--- config.mk ---
export PLATFORM = sky130hd
export DESIGN_NAME = mmdec_top
export DESIGN_NICKNAME = d
export VERILOG_FILES = /design/src/include/mmdec_pkg.sv /design/src/verilog/mmdec_ram.sv /design/src/verilog/mmdec_top.sv
export SDC_FILE = /design/constraint.sdc
export NUM_CORES = 1
export LEC_CHECK = 0
export BUFFER_PORTS_ARGS = -buffer_cell sky130_fd_sc_hd__buf_2
export CELL_PAD_IN_SITES_DETAIL_PLACEMENT = 2
export CELL_PAD_IN_SITES_GLOBAL_PLACEMENT = 2
export CORE_ASPECT_RATIO = 1.5
export CORE_MARGIN = 4
export CORE_UTILIZATION = 36
export CTS_CLUSTER_DIAMETER = 40
export CTS_CLUSTER_SIZE = 40
export DETAILED_ROUTE_END_ITERATION = 10
export HOLD_SLACK_MARGIN = 0.1
export PLACE_DENSITY_LB_ADDON = 0.08
export SLEW_MARGIN = 20
export SYNTH_ARGS = -nofsm -noshare
export SYNTH_HDL_FRONTEND = slang
export SYNTH_SLANG_ARGS = --single-unit
--- constraint.sdc ---
create_clock -name clk_i -period 2.9 [get_ports clk_i]
set_clock_uncertainty 0.1 [all_clocks]
set_input_delay 0 -clock clk_i [delete_from_list [all_inputs] [get_ports clk_i]]
set_output_delay 0 -clock clk_i [all_outputs]
set_load 0.05 [all_outputs]
--- src/include/mmdec_pkg.sv ---
/*
 * Package for the memory map decoder: program space widths, vectors,
 * data space region bounds and variant encoding.
 * Assumes nothing beyond a SystemVerilog compiler.
 */
package mmdec_pkg;

	// ==========================================================
	// Program space
	localparam int PC_W = 13;
	localparam int PWORD_W = 14;
	localparam int PADDR_SMALL_W = 10;
	localparam int PADDR_LARGE_W = 11;
	localparam logic [12:0] RESET_VECTOR = 13'h0000;
	localparam logic [12:0] INT_VECTOR = 13'h0004;

	// ==========================================================
	// Data space
	localparam int DADDR_W = 8;
	localparam int DATA_W = 8;
	localparam int DIRECT_W = 7;
	localparam int RAM_IDX_W = 7;
	localparam int RAM_DEPTH = 128;
	localparam logic [6:0] SFR_COUNT = 7'h20;
	localparam logic [6:0] SMALL_RAM_LO = 7'h40;
	localparam logic [6:0] LARGE_RAM_LO = 7'h20;
	localparam logic [6:0] BANK0_RAM_HI = 7'h7f;
	localparam logic [7:0] BANK1_RAM_LO = 8'ha0;
	localparam logic [7:0] BANK1_RAM_HI = 8'hef;
	localparam logic [7:0] ALIAS_LO = 8'hf0;
	localparam logic [7:0] BANK1_RAM_BASE = 8'h40;
	localparam logic [7:0] DATA_RESET = 8'h00;

	// ==========================================================
	// Variant selection
	typedef enum logic [0:0] {
		MMDEC_SMALL = 1'b0,
		MMDEC_LARGE = 1'b1
	} mmdec_variant_t;

endpackage

--- src/verilog/mmdec_ram.sv ---
/*
 * Flip-flop storage for the general purpose RAM, indexed by physical slot.
 * Assumes a single write port and a combinational read port.
 */
`timescale 1ns/1ps
`default_nettype none
module mmdec_ram #(
	parameter int DEPTH = mmdec_pkg::RAM_DEPTH,
	parameter int IDX_W = mmdec_pkg::RAM_IDX_W,
	parameter int WIDTH = mmdec_pkg::DATA_W
) (
	input wire logic clk_i,
	input wire logic nrst_i,
	input wire logic we_i,
	input wire logic [IDX_W-1:0] widx_i,
	input wire logic [WIDTH-1:0] wdata_i,
	input wire logic [IDX_W-1:0] ridx_i,
	output logic [WIDTH-1:0] rdata_o
);
	import mmdec_pkg::*;

	logic [WIDTH-1:0] mem_reg [DEPTH];

	// ==========================================================
	// Storage cells
	// One generate loop per entry keeps the reset value explicit per cell.
	genvar g;
	generate
		for (g = 0; g < DEPTH; g++) begin : g_cell
			always_ff @(posedge clk_i) begin
				if (!nrst_i) begin
					mem_reg[g] <= WIDTH'(DATA_RESET);
				end else if (we_i && (widx_i == IDX_W'(g))) begin
					mem_reg[g] <= wdata_i;
				end
			end
		end
	endgenerate

	// Read is combinational; the caller registers the result.
	assign rdata_o = mem_reg[ridx_i];
endmodule
`default_nettype wire

--- src/verilog/mmdec_top.sv ---
/*
 * Memory map decoder: program fetch address wrap, reset and interrupt
 * vectors, program counter, and banked data space decode with RAM.
 * Assumes the core drives fetch and data requests synchronous to clk_i,
 * and that special function registers live outside, answering on
 * sfr_rdata_i whenever sfr_sel_o is high.
 */
// Notes on behaviour
// - The program counter is 13 bits wide over an 8K space of 14-bit words.
// - The small variant implements program words 0000h to 03FFh only.
// - The large variant implements program words 0000h to 07FFh.
// - Fetch addresses above the implemented space wrap by dropping upper bits.
// - Reset starts at 0000h and an interrupt loads the vector 0004h.
// - Data space has two banks whose first 32 locations are special function registers.
// - The small variant implements bank 0 locations 40h to 7Fh as RAM.
// - The large variant implements 20h to 7Fh in bank 0 and A0h to EFh in bank 1.
// - Bank 1 locations F0h to FFh reach the same RAM as bank 0 locations 70h to 7Fh.
// - Reads of locations that are neither special registers nor RAM return zero.
// - The bank select bit picks bank 0 when low and bank 1 when high.
// - Every RAM location is reachable directly and through the file select pointer.
`timescale 1ns/1ps
`default_nettype none
module mmdec_top #(
	parameter mmdec_pkg::mmdec_variant_t VARIANT = mmdec_pkg::MMDEC_SMALL
) (
	input wire logic clk_i,
	input wire logic nrst_i,
	input wire logic pc_load_i,
	input wire logic [mmdec_pkg::PC_W-1:0] pc_load_val_i,
	input wire logic pc_inc_i,
	input wire logic irq_take_i,
	output logic [mmdec_pkg::PC_W-1:0] pc_o,
	output logic [mmdec_pkg::PC_W-1:0] fetch_addr_o,
	input wire logic [mmdec_pkg::PWORD_W-1:0] prog_word_i,
	output logic [mmdec_pkg::PWORD_W-1:0] instr_o,
	input wire logic bank_select_bit_i,
	input wire logic upper_bank_bit_i,
	input wire logic indirect_bank_bit_i,
	input wire logic indirect_i,
	input wire logic [mmdec_pkg::DIRECT_W-1:0] direct_field_i,
	input wire logic [mmdec_pkg::DADDR_W-1:0] file_select_pointer_i,
	input wire logic rd_i,
	input wire logic wr_i,
	input wire logic [mmdec_pkg::DATA_W-1:0] wdata_i,
	input wire logic [mmdec_pkg::DATA_W-1:0] sfr_rdata_i,
	output logic sfr_sel_o,
	output logic sfr_we_o,
	output logic [mmdec_pkg::DADDR_W-1:0] data_addr_o,
	output logic [mmdec_pkg::DATA_W-1:0] rdata_o,
	output logic rvalid_o,
	output logic reserved_bits_set_o
);
	import mmdec_pkg::*;

	localparam int PHYS_W = (VARIANT == MMDEC_LARGE) ? PADDR_LARGE_W : PADDR_SMALL_W;

	logic [PC_W-1:0] pc_reg;
	logic [PC_W-1:0] pc_next;
	logic [PWORD_W-1:0] instr_reg;
	logic [DADDR_W-1:0] addr;
	logic [6:0] offs;
	logic bank;
	logic is_sfr;
	logic is_ram;
	// One index bit above the package width gives bank 1 its own slots.
	logic [RAM_IDX_W:0] ram_idx;
	logic [DATA_W-1:0] ram_rdata;
	logic [DATA_W-1:0] rdata_reg;
	logic rvalid_reg;

	// ==========================================================
	// Program counter
	// An interrupt wins over a jump, which wins over a plain increment.
	always_comb begin
		pc_next = pc_reg;
		if (irq_take_i) begin
			pc_next = INT_VECTOR;
		end else if (pc_load_i) begin
			pc_next = pc_load_val_i;
		end else if (pc_inc_i) begin
			pc_next = PC_W'(pc_reg + 13'h0001);
		end
	end

	// The counter always holds the full logical address; only the fetch is folded.
	always_ff @(posedge clk_i) begin
		if (!nrst_i) begin
			pc_reg <= RESET_VECTOR;
		end else begin
			pc_reg <= pc_next;
		end
	end

	assign pc_o = pc_reg;

	// ==========================================================
	// Fetch address wrap
	// drop upper bits
	// Zeroing the upper bits is cheaper than a modulo and matches silicon wrap.
	assign fetch_addr_o = {{(PC_W - PHYS_W){1'b0}}, pc_reg[PHYS_W-1:0]};

	// Fetched word is captured so the instruction output comes from a flop.
	always_ff @(posedge clk_i) begin
		if (!nrst_i) begin
			instr_reg <= '0;
		end else begin
			instr_reg <= prog_word_i;
		end
	end

	assign instr_o = instr_reg;

	// ==========================================================
	// Data address formation
	always_comb begin
		if (indirect_i) begin
			addr = file_select_pointer_i;
		end else begin
			addr = {bank_select_bit_i, direct_field_i};
		end
	end

	assign bank = addr[7];
	assign offs = addr[6:0];
	assign data_addr_o = addr;

	// ==========================================================
	// Region decode
	always_comb begin
		is_sfr = 1'b0;
		is_ram = 1'b0;
		ram_idx = '0;
		if (offs < SFR_COUNT) begin
			is_sfr = 1'b1;
		end else if (!bank) begin
			if (VARIANT == MMDEC_LARGE) begin
				is_ram = (offs >= LARGE_RAM_LO) && (offs <= BANK0_RAM_HI);
			end else begin
				is_ram = (offs >= SMALL_RAM_LO) && (offs <= BANK0_RAM_HI);
			end
			ram_idx = {1'b0, offs};
		end else if (addr >= ALIAS_LO) begin
			is_ram = 1'b1;
			ram_idx = {1'b0, offs};
		end else if ((VARIANT == MMDEC_LARGE) && (addr >= BANK1_RAM_LO) && (addr <= BANK1_RAM_HI)) begin
			// bank 1 large range
			// Bank 1 RAM sits in slots 80h to CFh, above every bank 0 slot.
			is_ram = 1'b1;
			ram_idx = {1'b0, addr[6:0]} + 8'h60;
		end
	end

	// The mapping above places A0h at slot 80h, so bank 1 RAM never shares a slot with bank 0;
	// only F0h to FFh reuse slots 70h to 7Fh, and the small variant leaves the upper slots idle.

	assign sfr_sel_o = is_sfr;
	assign sfr_we_o = is_sfr && wr_i;

	// ==========================================================
	// RAM storage
	mmdec_ram #(
		.DEPTH(2 * RAM_DEPTH),
		.IDX_W(RAM_IDX_W + 1),
		.WIDTH(DATA_W)
	) u_ram (
		.clk_i(clk_i),
		.nrst_i(nrst_i),
		.we_i(is_ram && wr_i),
		.widx_i(ram_idx),
		.wdata_i(wdata_i),
		.ridx_i(ram_idx),
		.rdata_o(ram_rdata)
	);

	// ==========================================================
	// Read data return, one cycle after the request.
	always_ff @(posedge clk_i) begin
		if (!nrst_i) begin
			rdata_reg <= DATA_RESET;
		end else if (rd_i) begin
			if (is_sfr) begin
				rdata_reg <= sfr_rdata_i;
			end else if (is_ram) begin
				rdata_reg <= ram_rdata;
			end else begin
				rdata_reg <= DATA_RESET;
			end
		end
	end

	always_ff @(posedge clk_i) begin
		if (!nrst_i) begin
			rvalid_reg <= 1'b0;
		end else begin
			rvalid_reg <= rd_i;
		end
	end

	assign rdata_o = rdata_reg;
	assign rvalid_o = rvalid_reg;

	// ==========================================================
	// Reserved status bits are ignored by the decode; this flag only reports misuse.
	// reserved bits watched
	assign reserved_bits_set_o = upper_bank_bit_i | indirect_bank_bit_i;
endmodule
`default_nettype wire

==> results of run 1 <==
## logic make-up after synthesis
kind of cell | count (synthesis)
flops | 548
fa+ha+maj | 1
simple gates | 1046
other cells | 1
compound gates | 394
buf+inv | 212
xor+xnor | 12
mux | 77
## cells in the final DEF (no fill, tap or decap), drive strengths merged, types with 7 or more instances in the layout
cell / count
o22ai: 67
nand3: 54
buf: 392
nor4: 7
clkbuf: 109
xnor2: 8
mux2: 53
nor2: 180
edfxtp: 512
and2: 532
o21ai: 140
and3: 44
dlygate4sd3: 127
nor3: 78
bufinv: 11
inv: 32
dfxtp: 36
nand2: 124
a41oi: 15
o31ai: 31
a31oi: 30
o41ai: 9
or3: 9
a21oi: 48
a21o: 9
clkinv: 11
mux2i: 24
## worst register-to-register path: cells and delay by family, from the launching register on
kind / cells / cell delay, ns
XOR/XNOR: 1 / 0.14
buffers and inverters: 2 / 1.14
AND/OR/NAND/NOR: 5 / 0.74
flip-flops: 1 / 0.39
AO/OA/AOI/OAI: 1 / 0.14
## per-layer routing
layer | part of all wire [%] | wire length, um
met3 | 4.7 | 5110
met1 | 39 | 42300
met2 | 53 | 57500
met4 | 4.0 | 4390
met5 | 0.0064 | 7
## worst max path at each step
stage          depth (start not counted)        from  slack [ns]              endpoint
2_1_floorplan                          9  indirect_i        0.08  u_ram.mem_reg[65][0]
3_3_place_gp                          11  indirect_i       -0.51            rdata_o[7]
3_5_place_dp                          11  indirect_i       -0.54            rdata_o[7]
4_1_cts                               11  indirect_i        0.09            rdata_o[7]
5_1_grt                                9     pc_o[2]      -0.003               pc_o[7]
6_report                              12  indirect_i        0.02            rdata_o[3]
## power groups by stage
| stage | sequential (uW) | clock [uW] | combinational (uW) |
|---|---|---|---|
| after floorplan | 9370 | 0 | 1210 |
| after global placement | 9310 | 0 | 2510 |
| after detailed placement | 9330 | 0 | 2550 |
| after CTS | 9180 | 10400 | 2710 |
| after global routing | 9210 | 10700 | 2870 |
| final | 9180 | 10200 | 2730 |
## timing repair
item                                    in CTS  in global routing
hold buffers                               127                  0
hold endpoints to repair                   221                  0
endpoints found under the setup margin       0                  4
gates resized for setup                      0                  6
setup buffers                                0                  1
## through the flow
stage / hold slack [ns] / area (um^2) / setup TNS (ns) / worst slack (ns) / utilization, %
finish: 0.153 / 33700 / 0 / 0.0173 / 46.4
global route: 0.158 / 33700 / -0.00277 / -0.00277 / 46.4
CTS: 0.119 / 33700 / 0 / 0.0863 / 46.4
detailed placement: 0.112 / 29700 / -23.12 / -0.543 / 40.8
global placement: 0.112 / 29700 / -12.99 / -0.513 / 40.8
floorplan: 0.0273 / 26400 / 0 / 0.0782 / -
## area by class of cell
cell class	instances	share of cell area, %
clock buffer	109	6.48
multi-input combinational	1533	27.6
timing repair buffer	519	12.8
sequential	548	47.7
inverter	19	0.219
tap	922	3.42
clock inverter	39	1.66
antenna	1	0.00742
==> out/qor.csv, run 1 <==
metric,value,unit
drt pass-1 iters,5,
number of global-route vias before repair,22900,
worst r2r src,pc_o[2],
Yosys top cell area share,58.3,%
fmax,0.347,GHz
CP Class,input port to flop,
Period minus WS final,2.88,ns
CP top delay family,compound AO/OA/AOI/OAI gates,
Synth Area in Compound Gates,9.63,%
CP Launch Type,input port,
Pint,16300,uW
DR vias/cell,5.56,
Mean Syn Cell Area,11.5,um^2
Post-Synth XOR/XNOR Area,0.398,%
sw frac,26.3,%
Clock Tree Buf Depth,3,
Worst Reg-to-Reg Cells,9,
Sw Pwr,5810,uW
die area,77800,um^2
post-synthesis adder-cell area fraction,0.0474,%
DP HPWL,72100,um
root cell of the clock tree,clkbuf_16,
status,"finished, final reports clean",
Synth Area in Simple Gates,21.7,%
commonest cells in the netlist,"and2_1, edfxtp_1, nor2_1",
fill count,7195,
"Setup violations, final",0,
multi-input logic area,9320,um^2
initial antenna violation count,4,
Final Slew Violations,0,
"reg-to-reg slack, setup",0.15,ns
worst-margin pin slew,0.999,ns
largest family of logic cells by synthesized area,simple AND/OR/NAND/NOR gates,
core area,72700,um^2
Die X,229,um
Routed wire per std cell,29.6,um
ys flop type,edfxtp_1,
sequential cell fraction of total power,41.5,%
Initial Util,36.3,%
dpl cells,3413,
IO Count,129,
CTS Buf Count,81,
CP max stage delay,0.61,ns
CTS Sinks,548,
reg-to-reg endpoint,pc_o[7],
routability cong.,0.878,
largest net degree at the start of global routing,65,
Final nets,2772,
most numerous cell in the Yosys netlist,and2_1,
clock power share,46.1,%
clock-pin slew on the worst setup and hold paths,0.06,ns
sequential-to-total area share from yosys stat,61.0,%
crit end category,flop,
largest area contributor in the netlist,edfxtp_1,
Async SR Flop Fraction,0,%
max FFs per register,512,
Synth area leaders,"edfxtp_1, and2_1, dfxtp_1",
layout overhead on the synthesized area,27.8,%
FP Rows,121,
Die Y,340,um
GRT busiest layer,met2,
CP Max Fanout,40,
mux cell area share after synthesis,3.23,%
Final period util,99.4,%
Mapped Cells,2291,
"Cell Chain, Critical Path","buf_2, buf_4, and2_1, buf_4, a211oi_4, buf_12, a21oi_1, o31ai_1, a41oi_1, buf_4, nor4_1, a22o_1",
port bufs,125,
first-pass GRT wire length,158000,um
YS warnings,0,
"FF+latch count, synth",548,
met3 usage,3.86,%
"EDFF count, synth",512,
1st-iter DRT viols,1577,
Pwr Density,656,nW/um^2
Layout Cells excl Fill,3690,
Max-Cap Viols,0,
CTS tree,yes,
most frequent cell on the critical path,buf_4,
DRC Markers,0,
register area,16100,um^2
antenna-violating nets left,0,
P_leak,0.0126,uW
Routed WL,109000,um
Syn Std Cell Area,26400,um^2
Worst path slowest cell,nor4_1,
Worst Hold Class,input port to flop,
Worst slew margin,31.7,%
min-delay src,wdata_i[7],
Crit path required time,3.38,ns
layout cell share with drive strength beyond 1,22.4,%
clk_lat worst skew,0.65,ns
Unique masters post-synth,72,
worst vdd ir,0.608,mV
final hold vios,0,
"Power, Total",22100,uW
GRT Total Usage,27.6,%
Buf/Inv on CP,5,
Logic pwr share,12.4,%
Hold Crit Depth,2,
total grt overflow,0,
GR Util met1,32.2,%
global-route met2 utilization,50.8,%
end of the worst hold path,u_ram.mem_reg[79][7],
WP data arrival,3.36,ns
number of H-tree levels,3,
via count,20500,
Power figures use the tool's default switching activity.
==> run 2: changes to the inputs <==
- ABC_AREA: not set -> 1
- CAP_MARGIN: not set -> 10
- CORE_UTILIZATION: 36 -> 33
==> out/qor.csv, run 2 <==
metric,value,unit,change
Final nets,3503,,+26%
"FF+latch count, synth",548,,unchanged
"most common cell after layout, fill and taps aside",nand2_1,,
end of the worst hold path,pc_o[4],,
CP max stage delay,0.57,ns,-0.04 ns
"Setup violations, final",0,,unchanged
DRC Markers,0,,unchanged
worst-margin pin slew,0.823,ns,-0.176 ns
IO Count,129,,unchanged
die area,86700,um^2,+11%
Async SR Flop Fraction,0,%,unchanged
Setup TNS Final,0,ns,unchanged
final core occ,42.8,%,-3.6 points
Worst Hold Class,input port to flop,,
core area,81200,um^2,+12%
WP depth,10,,-2
Die X,242,um,+5.5%
Buf/Inv on CP,7,,+2
post-route cell area,34700,um^2,+3.0%
placed cell areas,30300,um^2,+2.1%
GRT Total Usage,26.1,%,-1.5 points
antenna-violating nets left,0,,unchanged
worst r2r src,pc_o[2],,
"reg-to-reg slack, setup",0.20,ns,+0.05 ns
largest net degree at the start of global routing,75,,+15%
Routed WL,116000,um,+6.1%
final hold vios,0,,unchanged
Clock Tree Buf Depth,3,,unchanged
fmax,0.363,GHz,+4.7%
"Power, Total",23300,uW,+5.5%
Unique masters post-synth,37,,-49%
status,"finished, final reports clean",,
via count,23400,,+14%
layout overhead on the synthesized area,28.3,%,
first-pass GRT wire length,169000,um,+6.7%
port bufs,125,,unchanged
"Cell Chain, Critical Path","dlygate4sd3_1, buf_2, dlygate4sd3_1, nand2_1, dlygate4sd3_1, o211ai_1, dlygate4sd3_1, nand2_1, dlygate4sd3_1, inv_1",,
most frequent cells in the layout,"nand2_1, nor2_1, edfxtp_1",,
layout cell share with drive strength beyond 1,18.1,%,-4.3 points
routability cong.,0.825,,-6.1%
Worst Reg-to-Reg Cells,10,,+1
"EDFF count, synth",512,,unchanged
Final Slew Violations,0,,unchanged
CP Max Fanout,1,,-98%
number of global-route vias before repair,26500,,+16%
Mapped Cells,3056,,+33%
Synth area leaders,"edfxtp_1, nand2_1, nor2_1",,
CTS tree,yes,,
Mean Syn Cell Area,8.85,um^2,-23%
Final period util,94.9,%,-4.5 points
WP data arrival,3.20,ns,-0.16 ns
Worst slew margin,45.1,%,+13 points
RSZ-0062 raised after global routing,yes,,
Pwr Density,672,nW/um^2,+2.5%
Hold Crit Depth,5,,+3
root cell of the clock tree,clkbuf_16,,
CTS Sinks,548,,unchanged
Crit path required time,3.34,ns,-0.04 ns
initial antenna violation count,3,,-1
DR vias/cell,5.15,,-7.5%
DP HPWL,76800,um,+6.6%
sequential-to-total area share from yosys stat,59.5,%,-1.5 points
1st-iter DRT viols,1273,,-19%
drt pass-1 iters,5,,unchanged
clock-pin slew on the worst setup and hold paths,0.07,ns,about the same
number of H-tree levels,3,,unchanged
min-delay src,pc_inc_i,,
total grt overflow,0,,unchanged
clk_lat worst skew,0.64,ns,about the same
Period minus WS final,2.75,ns,-0.130 ns
FP Rows,128,,+5.8%
reg-to-reg endpoint,pc_o[11],,
max FFs per register,512,,unchanged
most frequent cell on the critical path,dlygate4sd3_1,,
CP Class,input port to flop,,
Routed wire per std cell,25.5,um,-14%
CTS Buf Count,86,,+6.2%
CP Launch Type,input port,,
commonest cells in the netlist,"nand2_1, nor2_1, edfxtp_1",,
Max-Cap Viols,0,,unchanged
Worst path slowest cell,dlygate4sd3_1,,
largest area contributor in the netlist,edfxtp_1,,
Syn Std Cell Area,27100,um^2,+2.5%
CP top delay family,buffers and inverters,,
YS warnings,0,,unchanged
Die Y,359,um,+5.6%
ys flop type,edfxtp_1,,
worst vdd ir,0.409,mV,-33%
Initial Util,33.3,%,-3.0 points
most numerous cell in the Yosys netlist,nand2_1,,
P_leak,0.0153,uW,+21%
crit end category,flop,,
Yosys top cell area share,56.8,%,-1.4 points
[run 2: cell types whose count changed after synthesis, moves of 32 or more]
cell | before | now
o22ai_1 | 67 | 0
nor2_1 | 169 | 706
nor3_1 | 74 | 42
mux2_2 | 53 | 0
and3_1 | 44 | 1
inv_1 | 14 | 208
and2_1 | 532 | 0
nand3b_1 | 2 | 47
nand2_1 | 124 | 828
o21ai_0 | 139 | 199
nand4_2 | 0 | 51
[run 2: cell type report]
type | instances | area [um^2]
flip-flops and latches | 548 | 16100
clock buffers | 100 | 2230
multi-input cells | 2068 | 9190
diodes | 3 | 7.51
repair buffers | 505 | 4330
inverters | 224 | 848
clock inverters | 61 | 716
fillers | 8725 | 46500
well taps | 1040 | 1300
[run 2: routing by layer]
metal  GRT usage, %  vias to the layer above  share of wire [%]
met2           52.2                      498                 55
met3           3.35                      220                3.3
li1               -                    10700                  -
met1           27.2                    12000                 37
met5              0                        -                  0
met4           11.4                        0                4.6
[run 2: cells by family after synthesis]
group	count (synthesis)	share of synthesized area, %
fa+ha+maj	1	0.0462
xor+xnor	9	0.291
flops	548	59.5
compound gates	290	5.42
buf+inv	442	7.00
simple gates	1765	27.7
other cells	1	0.0139
[run 2: where the power goes]
part / leakage [uW] / internal, uW / switching, uW
sequential: 0.00516 / 9030 / 145
clock: 0.00142 / 6410 / 4260
combinational: 0.00869 / 1080 / 2430
total: 0.0153 / 16500 / 6830
[run 2: repair_timing]
item / CTS / global route
gates resized for setup: 0 / 23
endpoints found under the hold margin: 622 / 0
endpoints found under the setup margin: 0 / 11
hold buffers: 129 / 0
setup buffers: 0 / 8
[run 2: worst max-delay path by stage]
stage                startpoint                    end
2_1_floorplan        indirect_i  u_ram.mem_reg[105][0]
3_3_place_gp         indirect_i             rdata_o[5]
3_5_place_dp         indirect_i             rdata_o[5]
4_1_cts              indirect_i             rdata_o[1]
5_1_grt              indirect_i             rdata_o[3]
6_report       pc_load_val_i[1]                pc_o[1]
[run 2: worst reg2reg max path, stage by stage, from the launching register on]
cell,delay (ns)
dfxtp_1,0.39
inv_1,0.08
nor3_1,0.28
and3_1,0.30
nand3_1,0.14
inv_1,0.10
nand4_1,0.14
xnor2_1,0.18
nand2_1,0.11
a31oi_1,0.23
dlygate4sd3_1,0.58
[run 2: per-stage QoR]
| stage | cells | hold WS, ns | setup slack [ns] |
|---|---|---|---|
| after floorplan | 3058 | -0.00237 | -0.142 |
| after global placement | 4248 | 0.0817 | 0.0259 |
| after detailed placement | 4248 | 0.0921 | -0.156 |
| after CTS | 4538 | 0.192 | 0.0661 |
| after global routing | 4549 | 0.316 | -0.0254 |
| final | 4549 | 0.277 | 0.147 |
==> run 3: changes to the inputs <==
- ABC_AREA: 1 -> not set
- CORE_UTILIZATION: 33 -> 36
- PLACE_DENSITY_LB_ADDON: 0.08 -> 0.1
==> out/qor.csv, run 3 (synthesized netlist as in run 1, its figures left out) <==
metric,value,unit,change
final hold vios,0,,unchanged
CP Class,input port to flop,,
DRC Markers,0,,unchanged
CTS Sinks,548,,unchanged
core area,72700,um^2,-11%
IO Count,129,,unchanged
"Power, Total",21800,uW,-6.8%
P_leak,0.0124,uW,-19%
WP data arrival,3.31,ns,+0.11 ns
drt pass-1 iters,5,,unchanged
clk_lat worst skew,0.64,ns,about the same
via count,20600,,-12%
fmax,0.347,GHz,-4.5%
RSZ-0062 raised after global routing,no,,
Critical Path Start,indirect_i,,
min-delay src,wdata_i[4],,
initial antenna violation count,2,,-1
Initial Util,36.3,%,+3.0 points
CP Max Fanout,40,,+39
Routed wire per std cell,29.6,um,+16%
DP HPWL,72200,um,-6.0%
root cell of the clock tree,clkbuf_16,,
ANT cells,0,,-3
Period minus WS final,2.88,ns,+0.128 ns
DR vias/cell,5.62,,+9.2%
worst vdd ir,0.389,mV,-4.9%
multi-input logic area,9320,um^2,+1.4%
register area,16100,um^2,about the same
die area,77800,um^2,-10%
port bufs,125,,unchanged
CP max stage delay,0.66,ns,+0.09 ns
Worst slew margin,28.3,%,-17 points
Clock Tree Buf Depth,3,,unchanged
layout overhead on the synthesized area,26.3,%,
total grt overflow,0,,unchanged
Final nets,2740,,-22%
"most common cell after layout, fill and taps aside",and2_1,,
worst-margin pin slew,1.08,ns,+0.253 ns
"Cell Chain, Critical Path","buf_2, or3b_2, o211ai_4, buf_4, buf_4, nor3_1, o31ai_1, nand4_1, a22o_1, o41ai_2",,
layout cell share with drive strength beyond 1,22.7,%,+4.6 points
CTS tree,yes,,
Routed WL,108000,um,-6.6%
most frequent cells in the layout,"and2_1, edfxtp_1, buf_4",,
routability cong.,0.858,,+4.1%
Final period util,99.4,%,+4.4 points
number of global-route vias before repair,22800,,-14%
status,"finished, final reports clean",,
first-pass GRT wire length,157000,um,-7.0%
crit end category,flop,,
largest net degree at the start of global routing,65,,-13%
worst r2r src,pc_o[1],,
hold_ws,0.127,ns,-0.150 ns
Crit path required time,3.33,ns,about the same
Worst path slowest cell,o31ai_1,,
Final Slew Violations,0,,unchanged
Setup TNS Final,0,ns,unchanged
Worst Hold Class,input port to flop,,
number of H-tree levels,3,,unchanged
antenna-violating nets left,0,,unchanged
fill count,7247,,-17%
clock-pin slew on the worst setup and hold paths,0.06,ns,about the same
Post-CTS Setup Repair Bufs,0,,unchanged
most frequent cell on the critical path,buf_4,,
CP Launch Type,input port,,
Die Y,340,um,-5.3%
CTS Buf Count,79,,-8.1%
"Setup violations, final",0,,unchanged
1st-iter DRT viols,1463,,+15%
Pwr Density,652,nW/um^2,-2.9%
Die X,229,um,-5.3%
max FFs per register,512,,unchanged
FP Rows,121,,-5.5%
Max-Cap Viols,0,,unchanged
GRT Total Usage,27.3,%,+1.2 points
## run 3: worst max-delay path: cells and delay by family
family,cells,cell delay (ns)
AOI/OAI and AO/OA,4,1.34
buffers and inverters,3,1.01
and+or+nand+nor,3,0.93
## run 3: final cells by class
class | instances | area share, %
Timing Repair Buffer | 489 | 12.0
Clock inverter | 59 | 1.93
Clock buffer | 85 | 6.12
Inverter | 19 | 0.221
Sequential cell | 548 | 48.3
Tap cell | 922 | 3.46
Multi-Input combinational cell | 1533 | 27.9
## run 3: path summary, 6_finish.rpt
kind / to / slack [ns] / cells past startpoint
setup / recovery: rdata_o[1] / 0.02 / 10
hold / removal: u_ram.mem_reg[105][4] / 0.13 / 2
setup reg to reg: pc_o[7] / 0.13 / 9
hold reg to reg: rdata_o[3] / 0.81 / 4
## run 3: repair_timing
| item | 4_1_cts | 5_1_grt |
|---|---|---|
| setup endpoints to repair | 1 | 3 |
| endpoints found under the hold margin | 240 | 0 |
| pin swaps | 0 | 2 |
| hold buffers | 112 | 0 |
| resized for setup | 1 | 4 |
## run 3: metal layers
layer / up-vias / GRT usage [%] / wire, um
met5: - / 0 / 13
met2: 576 / 50.3 / 56400
met3: 214 / 3.94 / 4740
met1: 10800 / 31.7 / 42400
li1: 8997 / - / -
met4: 2 / 11.2 / 4740
## run 3: through the flow
step | utilization, % | setup WS [ns] | std cells | cell area, um^2
after floorplan | - | 0.0782 | 2293 | 26400
after global placement | 40.6 | -0.635 | 3399 | 29500
final | 45.9 | 0.0188 | 3655 | 33300
after global routing | 45.9 | 0.0117 | 3655 | 33300
after detailed placement | 40.6 | -0.747 | 3399 | 29500
after CTS | 45.9 | 0.110 | 3655 | 33300
## run 3: where the power goes
part	switching [uW]	internal, uW	leakage [uW]	total [uW]
clock network	4150	5740	0.00130	9890
registers	160	9030	0.00516	9190
logic	1780	898	0.00595	2670
total	6080	15700	0.0124	21800
